<file path="config.mk">
export PLATFORM = sky130hd
export DESIGN_NAME = fgr_regs
export DESIGN_NICKNAME = d
export VERILOG_FILES = /design/src/design/fgr_pkg.sv /design/src/design/fgr_divider.sv /design/src/design/fgr_regs.sv
export SDC_FILE = /design/constraint.sdc
export NUM_CORES = 2
export LEC_CHECK = 0
export ABC_AREA = 1
export BUFFER_PORTS_ARGS = -buffer_cell sky130_fd_sc_hd__clkbuf_2
export CAP_MARGIN = 20
export CORE_ASPECT_RATIO = 1.2
export CORE_MARGIN = 2
export CORE_UTILIZATION = 66
export DETAILED_ROUTE_END_ITERATION = 12
export GPL_ROUTABILITY_DRIVEN = 0
export PLACE_DENSITY_LB_ADDON = 0.15
export SKIP_LAST_GASP = 1
export SLEW_MARGIN = 5
export SYNTH_ARGS = -nofsm -noshare
export SYNTH_HDL_FRONTEND = slang
export SYNTH_SLANG_ARGS = --single-unit
</file>
<file path="constraint.sdc">
create_clock -name clk_i -period 25.6 [get_ports clk_i]
set_input_delay 1.28 -clock clk_i [delete_from_list [all_inputs] [get_ports clk_i]]
set_output_delay 1.28 -clock clk_i [all_outputs]
set_load 0.01 [all_outputs]
</file>
<file path="src/design/fgr_pkg.sv">
//
// Contract
// - Time-to-empty is available capacity over averaged current, packed as hours 15:10, 1.5 min steps 9:4 and 5.625 s steps 3:0.
// - With the rate option on, the hypothetical load rate replaces averaged current as the divisor.
// - Slow internal resistance is a 16-bit value of 2^-12 ohm per count with a 10 milliohm sense resistor.
// - The cycle odometer counts one per 1% charge plus 1% discharge, 100 counts being one full cycle.
// - Available capacity is the mixed result less rate-lost capacity, 16 bits at 0.5 mAh per count.
// - Termination full capacity is the reported remaining capacity caught at charge termination and held until the next one.
// - A 16-bit correction factor in units of 2^-21 derives compensated full capacity from nominal capacity and temperature.
// - The charge learning accumulator only rises, on charge and discharge alike, 16 mAh per count, capped at eight times remaining capacity (code: a quarter).
// - The percent learning accumulator does the same from voltage-gauge state of charge at 1/64 % per count.
// - Voltage-gauge remaining capacity is reported in its own 16-bit register, free of coulomb counting.
package fgr_pkg;

    // ------------------------------------------------------------
    // Register offsets
    // ------------------------------------------------------------
    localparam logic [7:0] FGR_OFS_EMPTY_TIME = 8'h11;
    localparam logic [7:0] FGR_OFS_SLOW_RES = 8'h14;
    localparam logic [7:0] FGR_OFS_CYC = 8'h17;
    localparam logic [7:0] FGR_OFS_AVAIL = 8'h1f;
    localparam logic [7:0] FGR_OFS_FULL_TIME = 8'h20;
    localparam logic [7:0] FGR_OFS_FCREP = 8'h35;
    localparam logic [7:0] FGR_OFS_CORR = 8'h37;
    localparam logic [7:0] FGR_OFS_DQ = 8'h45;
    localparam logic [7:0] FGR_OFS_DP = 8'h46;
    localparam logic [7:0] FGR_OFS_VFREM = 8'h4a;

    // ------------------------------------------------------------
    // Reset values and arithmetic constants
    // ------------------------------------------------------------
    localparam logic [15:0] FGR_RST_WORD = 16'h0000;
    localparam logic [15:0] FGR_RST_CORR = 16'h0000;
    localparam logic [15:0] FGR_SAT = 16'hffff;
    localparam int FGR_EMPTY_SHIFT = 5;
    localparam int FGR_CORR_SHIFT = 21;
    localparam int FGR_DQ_LIM_SHIFT = 2;
    localparam int FGR_DP_SHIFT = 2;
    localparam logic signed [7:0] FGR_TEMP_REF = 8'sh19;

    // ------------------------------------------------------------
    // Carriers
    // ------------------------------------------------------------
    typedef struct packed {
        logic [5:0] hr;
        logic [5:0] mn;
        logic [3:0] sec;
    } fgr_time_t;

    typedef struct packed {
        logic signed [15:0] averaged_current;
        logic signed [15:0] hypothetical_load_rate;
        logic [15:0] available_capacity;
        logic [15:0] slow_resistance;
        fgr_time_t time_to_full;
        logic [15:0] reported_remaining_capacity;
        logic [15:0] remaining_capacity;
        logic [15:0] nominal_full_capacity;
        logic [15:0] voltage_gauge_capacity;
        logic [15:0] voltage_gauge_soc;
        logic signed [7:0] temperature;
    } fgr_gauge_t;

    typedef struct packed {
        logic rd;
        logic wr;
        logic [7:0] addr;
        logic [15:0] wdata;
    } fgr_req_t;

    typedef enum logic [1:0] {
        FGR_DIV_IDLE = 2'b00,
        FGR_DIV_RUN = 2'b01,
        FGR_DIV_DONE = 2'b11
    } fgr_div_state_t;

endpackage

</file>
<file path="src/design/fgr_divider.sv">
`timescale 1ns/10ps
`default_nettype none
module fgr_divider
    import fgr_pkg::*;
(
    // Clock and reset
    input wire logic clk_i,
    input wire logic nrst_i,
    // Operation
    input wire logic start_i,
    input wire logic [31:0] dividend_i,
    input wire logic [15:0] divisor_i,
    output logic busy_o,
    output logic done_o,
    output logic [31:0] quotient_o
);

    fgr_div_state_t state_q;
    logic [31:0] quo_q;
    logic [16:0] rem_q;
    logic [15:0] dsr_q;
    logic [4:0] cnt_q;
    logic [16:0] trial;

    // One restoring step per cycle, 32 cycles a division
    assign trial = {rem_q[15:0], quo_q[31]} - {1'b0, dsr_q};

    // ------------------------------------------------------------
    // Sequencer
    // ------------------------------------------------------------
    always_ff @(posedge clk_i)
    begin
        if (!nrst_i)
        begin
            state_q <= FGR_DIV_IDLE;
            cnt_q <= 5'h00;
        end
        else
        begin
            unique case (state_q)
                FGR_DIV_IDLE:
                begin
                    if (start_i)
                    begin
                        state_q <= FGR_DIV_RUN;
                        cnt_q <= 5'h00;
                    end
                end
                FGR_DIV_RUN:
                begin
                    cnt_q <= cnt_q + 5'h01;
                    if (cnt_q == 5'h1f)
                    begin
                        state_q <= FGR_DIV_DONE;
                    end
                end
                FGR_DIV_DONE:
                begin
                    state_q <= FGR_DIV_IDLE;
                end
                default:
                begin
                    state_q <= FGR_DIV_IDLE;
                end
            endcase
        end
    end

    // Datapath; quotient holds after done until the next start
    always_ff @(posedge clk_i)
    begin
        if (!nrst_i)
        begin
            quo_q <= 32'h0000_0000;
            rem_q <= 17'h0_0000;
            dsr_q <= 16'h0000;
        end
        else if (state_q == FGR_DIV_IDLE && start_i)
        begin
            quo_q <= dividend_i;
            rem_q <= 17'h0_0000;
            dsr_q <= divisor_i;
        end
        else if (state_q == FGR_DIV_RUN)
        begin
            if (!trial[16])
            begin
                rem_q <= trial;
                quo_q <= {quo_q[30:0], 1'b1};
            end
            else
            begin
                rem_q <= {rem_q[15:0], quo_q[31]};
                quo_q <= {quo_q[30:0], 1'b0};
            end
        end
    end

    assign busy_o = (state_q != FGR_DIV_IDLE);
    assign done_o = (state_q == FGR_DIV_DONE);
    assign quotient_o = quo_q;

endmodule
`default_nettype wire

</file>
<file path="src/design/fgr_regs.sv">
`timescale 1ns/10ps
`default_nettype none
module fgr_regs
    import fgr_pkg::*;
(
    // Clock and reset
    input wire logic clk_i,
    input wire logic nrst_i,
    // Register access port
    input wire fgr_req_t req_i,
    output logic [15:0] rdata_o,
    output logic ack_o,
    output logic err_o,
    // Gauge engine results and events
    input wire fgr_gauge_t gauge_i,
    input wire logic sample_i,
    input wire logic rate_sub_en_i,
    input wire logic charge_term_i,
    input wire logic soc_step_i,
    input wire logic charge_quantum_i,
    // Derived result
    output logic [15:0] compensated_full_capacity_o
);

    // ------------------------------------------------------------
    // Address decode
    // ------------------------------------------------------------
    function automatic logic fgr_mapped(input logic [7:0] a);
        fgr_mapped = (a == FGR_OFS_EMPTY_TIME) || (a == FGR_OFS_SLOW_RES) ||
            (a == FGR_OFS_CYC) || (a == FGR_OFS_AVAIL) ||
            (a == FGR_OFS_FULL_TIME) || (a == FGR_OFS_FCREP) ||
            (a == FGR_OFS_CORR) || (a == FGR_OFS_DQ) ||
            (a == FGR_OFS_DP) || (a == FGR_OFS_VFREM);
    endfunction

    function automatic logic [15:0] fgr_sat_add(input logic [15:0] a,
        input logic [15:0] b);
        logic [16:0] s;
        s = {1'b0, a} + {1'b0, b};
        fgr_sat_add = s[16] ? FGR_SAT : s[15:0];
    endfunction

    logic [15:0] empty_q, slow_q, cyc_q, avail_q, full_q, fcrep_q;
    logic [15:0] factor_q, dq_q, dp_q, vfrem_q, comp_q;
    logic upd_pend_q, term_pend_q, empty_pend_q, half_cyc_q;
    logic [15:0] soc_prev_q;
    logic [1:0] dp_res_q;
    logic rd, upd, term;
    logic wr_cyc, wr_factor, wr_dq, wr_dp;
    logic signed [15:0] divisor_s;
    logic [15:0] divisor;
    logic div_busy, div_done, div_start, empty_load;
    logic [31:0] quotient;
    logic [26:0] empty_full;
    logic [15:0] empty_word;

    assign rd = req_i.rd;
    assign wr_cyc = req_i.wr && (req_i.addr == FGR_OFS_CYC);
    assign wr_factor = req_i.wr && (req_i.addr == FGR_OFS_CORR);
    assign wr_dq = req_i.wr && (req_i.addr == FGR_OFS_DQ);
    assign wr_dp = req_i.wr && (req_i.addr == FGR_OFS_DP);

    // ------------------------------------------------------------
    // Snapshot deferral around reads
    // ------------------------------------------------------------
    // A fresh snapshot waits while a read is sampled, so the host never
    // sees a word that changes under it.
    assign upd = (sample_i || upd_pend_q) && !rd;
    assign term = (charge_term_i || term_pend_q) && !rd;

    always_ff @(posedge clk_i)
    begin
        if (!nrst_i)
        begin
            upd_pend_q <= 1'b0;
            term_pend_q <= 1'b0;
        end
        else
        begin
            upd_pend_q <= (sample_i || upd_pend_q) && rd;
            term_pend_q <= (charge_term_i || term_pend_q) && rd;
        end
    end

    // Plain results copied from the engine at a snapshot
    always_ff @(posedge clk_i)
    begin
        if (!nrst_i)
        begin
            slow_q <= FGR_RST_WORD;
            avail_q <= FGR_RST_WORD;
            full_q <= FGR_RST_WORD;
            vfrem_q <= FGR_RST_WORD;
        end
        else if (upd)
        begin
            slow_q <= gauge_i.slow_resistance;
            avail_q <= gauge_i.available_capacity;
            full_q <= gauge_i.time_to_full;
            vfrem_q <= gauge_i.voltage_gauge_capacity;
        end
    end

    // Full capacity caught only at charge termination, immune to temperature
    always_ff @(posedge clk_i)
    begin
        if (!nrst_i)
        begin
            fcrep_q <= FGR_RST_WORD;
        end
        else if (term)
        begin
            fcrep_q <= gauge_i.reported_remaining_capacity;
        end
    end

    // ------------------------------------------------------------
    // Time to empty
    // ------------------------------------------------------------
    // Discharge current is negative; charging or idle gives no divide
    // and the result saturates.
    assign divisor_s = rate_sub_en_i ? gauge_i.hypothetical_load_rate :
        gauge_i.averaged_current;
    assign divisor = 16'h0000 - divisor_s;
    assign div_start = upd && !div_busy && divisor_s[15] && 1'b1;

    fgr_divider u_div (
        .clk_i(clk_i),
        .nrst_i(nrst_i),
        .start_i(div_start),
        .dividend_i({gauge_i.available_capacity, 16'h0000}),
        .divisor_i(divisor),
        .busy_o(div_busy),
        .done_o(div_done),
        .quotient_o(quotient)
    );

    // Shift leaves a word of 5.625 s steps, which is exactly hr:mn:sec
    assign empty_full = quotient[31:FGR_EMPTY_SHIFT];
    assign empty_word = (|empty_full[26:16]) ? FGR_SAT : empty_full[15:0];
    assign empty_load = (div_done || empty_pend_q) && !rd;

    always_ff @(posedge clk_i)
    begin
        if (!nrst_i)
        begin
            empty_q <= FGR_RST_WORD;
            empty_pend_q <= 1'b0;
        end
        else
        begin
            empty_pend_q <= (div_done || empty_pend_q) && rd;
            if (upd && !divisor_s[15])
            begin
                empty_q <= FGR_SAT;
            end
            else if (empty_load)
            begin
                empty_q <= empty_word;
            end
        end
    end

    // ------------------------------------------------------------
    // Learning accumulators and odometer
    // ------------------------------------------------------------
    // Two one-percent steps (charge plus discharge) make one count;
    // a host write keeps any step that lands in the same cycle.
    always_ff @(posedge clk_i)
    begin
        if (!nrst_i)
        begin
            cyc_q <= FGR_RST_WORD;
            half_cyc_q <= 1'b0;
        end
        else
        begin
            if (soc_step_i)
            begin
                half_cyc_q <= !half_cyc_q;
            end
            cyc_q <= fgr_sat_add(wr_cyc ? req_i.wdata : cyc_q,
                {15'h0000, soc_step_i && half_cyc_q});
        end
    end

    // Charge accumulator only rises; capped at a quarter of remaining capacity
    always_ff @(posedge clk_i)
    begin
        logic [15:0] base, lim, nxt;
        base = wr_dq ? req_i.wdata : dq_q;
        lim = gauge_i.remaining_capacity >> FGR_DQ_LIM_SHIFT;
        nxt = fgr_sat_add(base, {15'h0000, charge_quantum_i});
        if (!nrst_i)
        begin
            dq_q <= FGR_RST_WORD;
        end
        else
        begin
            dq_q <= (charge_quantum_i && nxt > lim && !wr_dq) ? base : nxt;
        end
    end

    // Percent accumulator from absolute voltage-gauge SOC movement
    always_ff @(posedge clk_i)
    begin
        logic [15:0] dlt;
        logic [16:0] sum;
        dlt = (gauge_i.voltage_gauge_soc >= soc_prev_q) ?
            gauge_i.voltage_gauge_soc - soc_prev_q :
            soc_prev_q - gauge_i.voltage_gauge_soc;
        sum = {1'b0, dlt} + {15'h0000, dp_res_q};
        if (!nrst_i)
        begin
            dp_q <= FGR_RST_WORD;
            dp_res_q <= 2'h0;
            soc_prev_q <= FGR_RST_WORD;
        end
        else if (upd)
        begin
            soc_prev_q <= gauge_i.voltage_gauge_soc;
            dp_res_q <= sum[1:0];
            dp_q <= fgr_sat_add(wr_dp ? req_i.wdata : dp_q,
                {1'b0, sum[16:FGR_DP_SHIFT]});
        end
        else if (wr_dp)
        begin
            dp_q <= req_i.wdata;
        end
    end

    // ------------------------------------------------------------
    // Temperature compensation
    // ------------------------------------------------------------
    // Colder than reference lowers full capacity at once, no charge needed
    always_ff @(posedge clk_i)
    begin
        logic [7:0] cold;
        logic [39:0] prod;
        logic [18:0] corr;
        cold = (gauge_i.temperature < FGR_TEMP_REF) ?
            8'(FGR_TEMP_REF - gauge_i.temperature) : 8'h00;
        prod = 40'(gauge_i.nominal_full_capacity * factor_q * cold);
        corr = prod[39:FGR_CORR_SHIFT];
        if (!nrst_i)
        begin
            comp_q <= FGR_RST_WORD;
        end
        else
        begin
            comp_q <= (corr >= {3'h0, gauge_i.nominal_full_capacity}) ?
                16'h0000 : gauge_i.nominal_full_capacity - corr[15:0];
        end
    end

    always_ff @(posedge clk_i)
    begin
        if (!nrst_i)
        begin
            factor_q <= FGR_RST_CORR;
        end
        else if (wr_factor)
        begin
            factor_q <= req_i.wdata;
        end
    end

    assign compensated_full_capacity_o = comp_q;

    // ------------------------------------------------------------
    // Read port
    // ------------------------------------------------------------
    // Whole word captured in one edge; answer one cycle after request
    always_ff @(posedge clk_i)
    begin
        if (!nrst_i)
        begin
            rdata_o <= FGR_RST_WORD;
            ack_o <= 1'b0;
            err_o <= 1'b0;
        end
        else
        begin
            ack_o <= req_i.rd || req_i.wr;
            err_o <= (req_i.rd || req_i.wr) && !fgr_mapped(req_i.addr);
            if (rd)
            begin
                unique case (req_i.addr)
                    FGR_OFS_EMPTY_TIME: rdata_o <= empty_q;
                    FGR_OFS_SLOW_RES: rdata_o <= slow_q;
                    FGR_OFS_CYC: rdata_o <= cyc_q;
                    FGR_OFS_AVAIL: rdata_o <= avail_q;
                    FGR_OFS_FULL_TIME: rdata_o <= full_q;
                    FGR_OFS_FCREP: rdata_o <= fcrep_q;
                    FGR_OFS_CORR: rdata_o <= factor_q;
                    FGR_OFS_DQ: rdata_o <= dq_q;
                    FGR_OFS_DP: rdata_o <= dp_q;
                    FGR_OFS_VFREM: rdata_o <= vfrem_q;
                    default: rdata_o <= 16'h0000;
                endcase
            end
        end
    end

endmodule
`default_nettype wire

</file>
-- Word level (Yosys, flattened, before mapping)
Index checks and enable logic that the tools add are counted.
- register bits after elaboration: 287
- bits in latches: 0
- RAM bits: 0
- ROM bits: 0
- input bits: 201
- output and inout port bits: 34
- memories kept: 0
- add/subtract/negate cells: 11
- $mul: 2
- div/mod/pow operators: 0
- order comparisons: 4
- equality and inequality tests: 15
- shifts and indexed selects: 0
- muxes and demuxes: 24
- bitwise operators: 1
- reduce and logical (&&, ||, !) cells: 47
- operators with widths (operator ; number):
    $mux W16 ; 14
    $pmux W16 S10 ; 1
    $mux W32 ; 2
    $sub A16 B16 Y16 ; 3
    $mul A32 B8 Y40 ; 1
    $add A16 B1 Y17 ; 2
    $eq A8 B5 Y1 const B ; 4
    $mul A16 B16 Y32 ; 1
    $eq A8 B6 Y1 const B ; 3
    $eq A8 B7 Y1 const B ; 3
    $ge A19 B16 Y1 ; 1
    $logic_and A1 B1 Y1 ; 18
    $add A16 B15 Y17 ; 1
    $add A16 B2 Y17 ; 1
    $sub A17 B16 Y17 ; 1
    $ge A16 B16 Y1 ; 1
    $gt A16 B14 Y1 ; 1
    $sub A1 B16 Y16 const A ; 1
    $logic_or A1 B1 Y1 ; 13
    $reduce_or A11 Y1 ; 1
    $pmux W5 S2 ; 1
    $lt A8 B6 Y1 const B ; 1
    $mux W8 ; 1
    $reduce_bool A2 Y1 ; 4
    15 further kinds ; 24

-- Longest topological paths before layout
- depth in word-level cells: 12
- depth in mapped cells: 58
- depth with buffers taken out: 56

-- Modules after synthesis
Synthesis repeated with hierarchy kept, for this count alone.
- cells, all modules: 5182
- area, all modules: 35751.8 um^2
- by module, submodules not included (module ; instances ; cells an instance ; area each (um^2) ; seq. area each (um^2)):
    fgr_regs ; 1 ; 4545 ; 31596.6 ; 4324.1
    fgr_divider ; 1 ; 637 ; 4155.2 ; 1421.4

-- Worst setup path after synthesis
OpenSTA, ideal clock, no wires.
- path type: input -> register
- start: input gauge_i[50] (netlist name)
- end: register comp_q[13], in the netlist compensated_full_capacity_o[13]
- setup time: 0.121 ns
- data arrival time: 11.751 ns
- data required time: 25.479 ns
- path slack: 13.729 ns
- cell stages on the path: 44
- cell sequence: clkbuf_1 -> clkbuf_1 -> nand2_1 -> fa_1 -> fa_1 -> fa_1 -> fa_1 -> inv_1 -> fa_1 -> inv_1 -> fa_1 -> inv_1 -> ha_1 -> a21oi_1 -> o21ai_0 -> a21oi_1 -> inv_1 -> a31oi_1 -> [8 not listed] -> nand2_1 -> nor2_1 -> inv_1 -> nor2_1 -> inv_1 -> nor4_1 -> a21o_1 -> xor2_1 -> inv_1 -> ha_1 -> nand2_1 -> o21ai_0 -> a21oi_1 -> o21ai_0 -> a21boi_0 -> o21ai_0 -> xnor2_1 -> nor3_1
- word-level cells in the longest chain between the ends: 4
- elaborated cells between the ends (all ways): 5
- classes of those cells: add/sub: 1; mul: 2; order compare: 1; reduce/logical: 1
- ends and longest elaborated chain (what ; RTL line ; source):
    from (decl) ; fgr_regs.sv:15 ; input wire fgr_gauge_t gauge_i,
    $mul A16 B16 Y32 ; fgr_regs.sv:243 ; prod = 40'(gauge_i.nominal_full_capacity * factor_q * cold);
    $mul A32 B8 Y40 ; fgr_regs.sv:243 ;
    $ge A19 B16 Y1 ; fgr_regs.sv:251 ; comp_q <= (corr >= {3'h0, gauge_i.nominal_full_capacity}) ?
    $reduce_or A2 Y1 (no source line) ; - ;
    to (signal assigned) ; fgr_regs.sv:251 ;
    to (decl) ; fgr_regs.sv:44 ; logic [15:0] factor_q, dq_q, dp_q, vfrem_q, comp_q;
Several ways; a longest one is shown, not always the timed one.
A chain may end at the register's enable or synchronous reset.

-- Worst setup path after layout
- start: input gauge_i[52] (netlist name)
- end: register comp_q[13], in the netlist compensated_full_capacity_o[13]
Same word-level chain as after synthesis.

==> metrics.yaml <==
yosysSeqAreaShare: 0.1658
synth_seq_cells: 287
min_path_cells: 2
cts_setup_buffers: 0
row_count: 92
postLayoutSetupSlackWorst_ns: 12.49
synth_common_cells: "inv_1 (1012), nand2_1 (1012), nor2_1 (440)"
ys_warn_count: 0
clk_path_buf_depth: 3
vias: 32180
dpl.hpwl_um: 75280
maxSlewViolCount: 0
clock-root-buffer: "clkbuf_16"
fillCellCount: 4602
drt-total-wl_um: 95540
cap_viol_max_count: 0
power-per-cell-area_nw_per_um2: 36.66
crit_fanout: 18
drive_gt1_frac: 0.07404
core-area_um2: 52260
hold_class: "reg2reg"
antenna_left: 0
cts_hold_buf: 0
synth_nets: 5781
reg2regPathDepth: 46
setup_viol: 0
max_freq_ghz: 0.07630
netlist_area_um2: 34660
start_util: 0.6632
cp.arrival_ns: 13.60
slowest_stage: "fa_1"
top_level_ports: 235
gr-total-overflow: 0
p_leak_uw: 0.01919
drcViolationCount: 0
cts_tree: "yes"
dr.pass1.iters: 6
ir_worst_vdd_uv: 58.14
drt_iter0_drc: 2496
slew_headroom: 0.2910
cp-end-kind: "flip-flop"
die_w_um: 213.2
port-buffer-count: 232
grt_util_all_layers: 0.3562
synthTopCellsByArea: "fa_1 (22%), dfxtp_1 (17%), inv_1 (11%)"
slowest_delay_ns: 0.53
numCtsBuffers: 31
hold_viol: 0
synthArstFlopShare: 0
area_delta_synth_final_pct: 7.372
synth_top_area_share: 0.2189
synth.avg_cell_area_um2: 7.040
crit_type: "in2reg"
utilization: 0.7121
grt_pass1_wl_um: 154600
fin_nets: 5872
synth_top_area_cell: "fa_1"
period_needed_ns: 13.11
synth_flop_cell: "dfxtp_1"
fin_skew_ns: 0.03464
run_status: "finished clean"
synth-edff-count: 0
cts_resized: 0
crit_path_start_kind: "input port"
wire_per_inst_um: 16.63
worst_pin_slew_ns: 1.063
clk_pin_slew_ns: 0.07
synth_cell_types: 53
cts.htree.levels: 1
antenna_found_initial: 5
fin_area_um2: 37210
grt_setup_unrepaired: "no"
via_per_inst: 5.601
setup_tns_ns: 0
crit_required_ns: 26.10
grt_pass1_vias: 31510
synth_cells: 4923
cts_sinks: 287
die_h_um: 255.0
pre_cts_slack_ns: 12.06
fin_crit_sh: 0.5119
grt_max_degree: 115
dpl_cell_area_um2: 36070
clk_latency_ns: 0.62
die_area_um2: 54370
## cell families after synthesis
family,synth area share
muxes,0.001733
xor gates and xnor gates,0.03235
DFF,0.1658
and+or+nand+nor,0.2059
AOI/OAI and AO/OA,0.1406
adders and majority gates,0.3193
buffers and inverters,0.1344
## sequential cells by signal (all words and copies together) (netlist names), 2 cells and up
register	cells
rdata_o	16
avail_q	16
u_div.cnt_q	5
slow_q	16
cyc_q	16
vfrem_q	16
u_div.quotient_o	32
compensated_full_capacity_o	16
u_div.rem_q	16
dq_q	16
fcrep_q	16
dp_res_q	2
dp_q	16
factor_q	16
u_div.state_q	2
full_q	16
empty_q	16
u_div.dsr_q	16
soc_prev_q	16
## metal layers
layer,share of wire,track usage
met1,0.39,0.4313
met4,0.069,0.2165
met3,0.072,0.04282
met5,0.00023,0
met2,0.47,0.6082
## area by class of cell
cell class / count / area [um^2] / share of cell area
Multi-Input combinational cell: 3413 / 24270 / 0.6522
Sequential cell: 287 / 5746 / 0.1544
Inverter: 1023 / 3841 / 0.1032
Timing Repair Buffer: 258 / 1386 / 0.03726
Tap cell: 705 / 882.1 / 0.02370
Clock buffer: 37 / 848.3 / 0.02280
Clock inverter: 20 / 231.5 / 0.006220
Antenna cell: 3 / 7.507 / 0.0002017
## final timing paths
path / from / to / slack (ns)
min: vfrem_q[4] / vfrem_q[4] / 0.45
max: gauge_i[52] / compensated_full_capacity_o[13] / 12.49
max reg2reg: factor_q[4] / compensated_full_capacity_o[13] / 12.86
min reg2reg: vfrem_q[4] / vfrem_q[4] / 0.45
## critical path: cells and delay by family
family,cells,cell delay [ns]
simple gates,8,1.57
fa+ha+maj,13,6.08
xor+xnor,3,0.79
compound gates,10,2.43
buf+inv,11,1.40
## stage by stage
stage                     power (uW)  hold WS [ns]  cells
after floorplan                787.6        0.4235   4923
after global placement         880.5        0.4328   5682
after detailed placement       887.4        0.4404   5682
after CTS                       1359        0.4490   5739
after global routing            1435        0.4642   5744
final                           1364        0.4489   5746
## power breakdown
| group | leakage [uW] | total (uW) | internal, uW | switching, uW |
|---|---|---|---|---|
| sequential | 0.00235 | 491 | 476 | 15.5 |
| clock | 0.000533 | 476 | 270 | 205 |
| combinational | 0.0163 | 397 | 134 | 264 |
## cell usage in the layout (no fill, tap or decap), types with 5 or more instances in the layout
cell type | netlist | layout
nand2_1 | 1012 | 1012
inv_1 | 1012 | 1011
nor2_1 | 440 | 438
fa_1 | 379 | 379
a21oi_1 | 361 | 361
o21ai_0 | 302 | 302
dfxtp_1 | 287 | 287
ha_1 | 278 | 278
clkbuf_2 | 1 | 231
nand3_1 | 133 | 133
xor2_1 | 82 | 82
nor3_1 | 61 | 61
xnor2_1 | 46 | 46
a31oi_1 | 33 | 33
nand4_1 | 33 | 33
a221oi_1 | 33 | 33
clkbuf_16 | 0 | 31
o22ai_1 | 30 | 30
o211ai_1 | 27 | 27
buf_4 | 2 | 25
o2111ai_1 | 21 | 21
a21o_1 | 20 | 20
nor4_1 | 15 | 15
or2_2 | 15 | 15
o21bai_1 | 12 | 12
nand2_2 | 10 | 10
nor2_2 | 9 | 9
a21boi_0 | 8 | 8
clkinv_2 | 0 | 8
o21ai_1 | 7 | 7
inv_2 | 7 | 7
a211oi_1 | 6 | 6
mux2i_1 | 6 | 6
nor2_4 | 3 | 5
clkbuf_8 | 0 | 5
No activity file was read; power rests on OpenSTA's default activity.
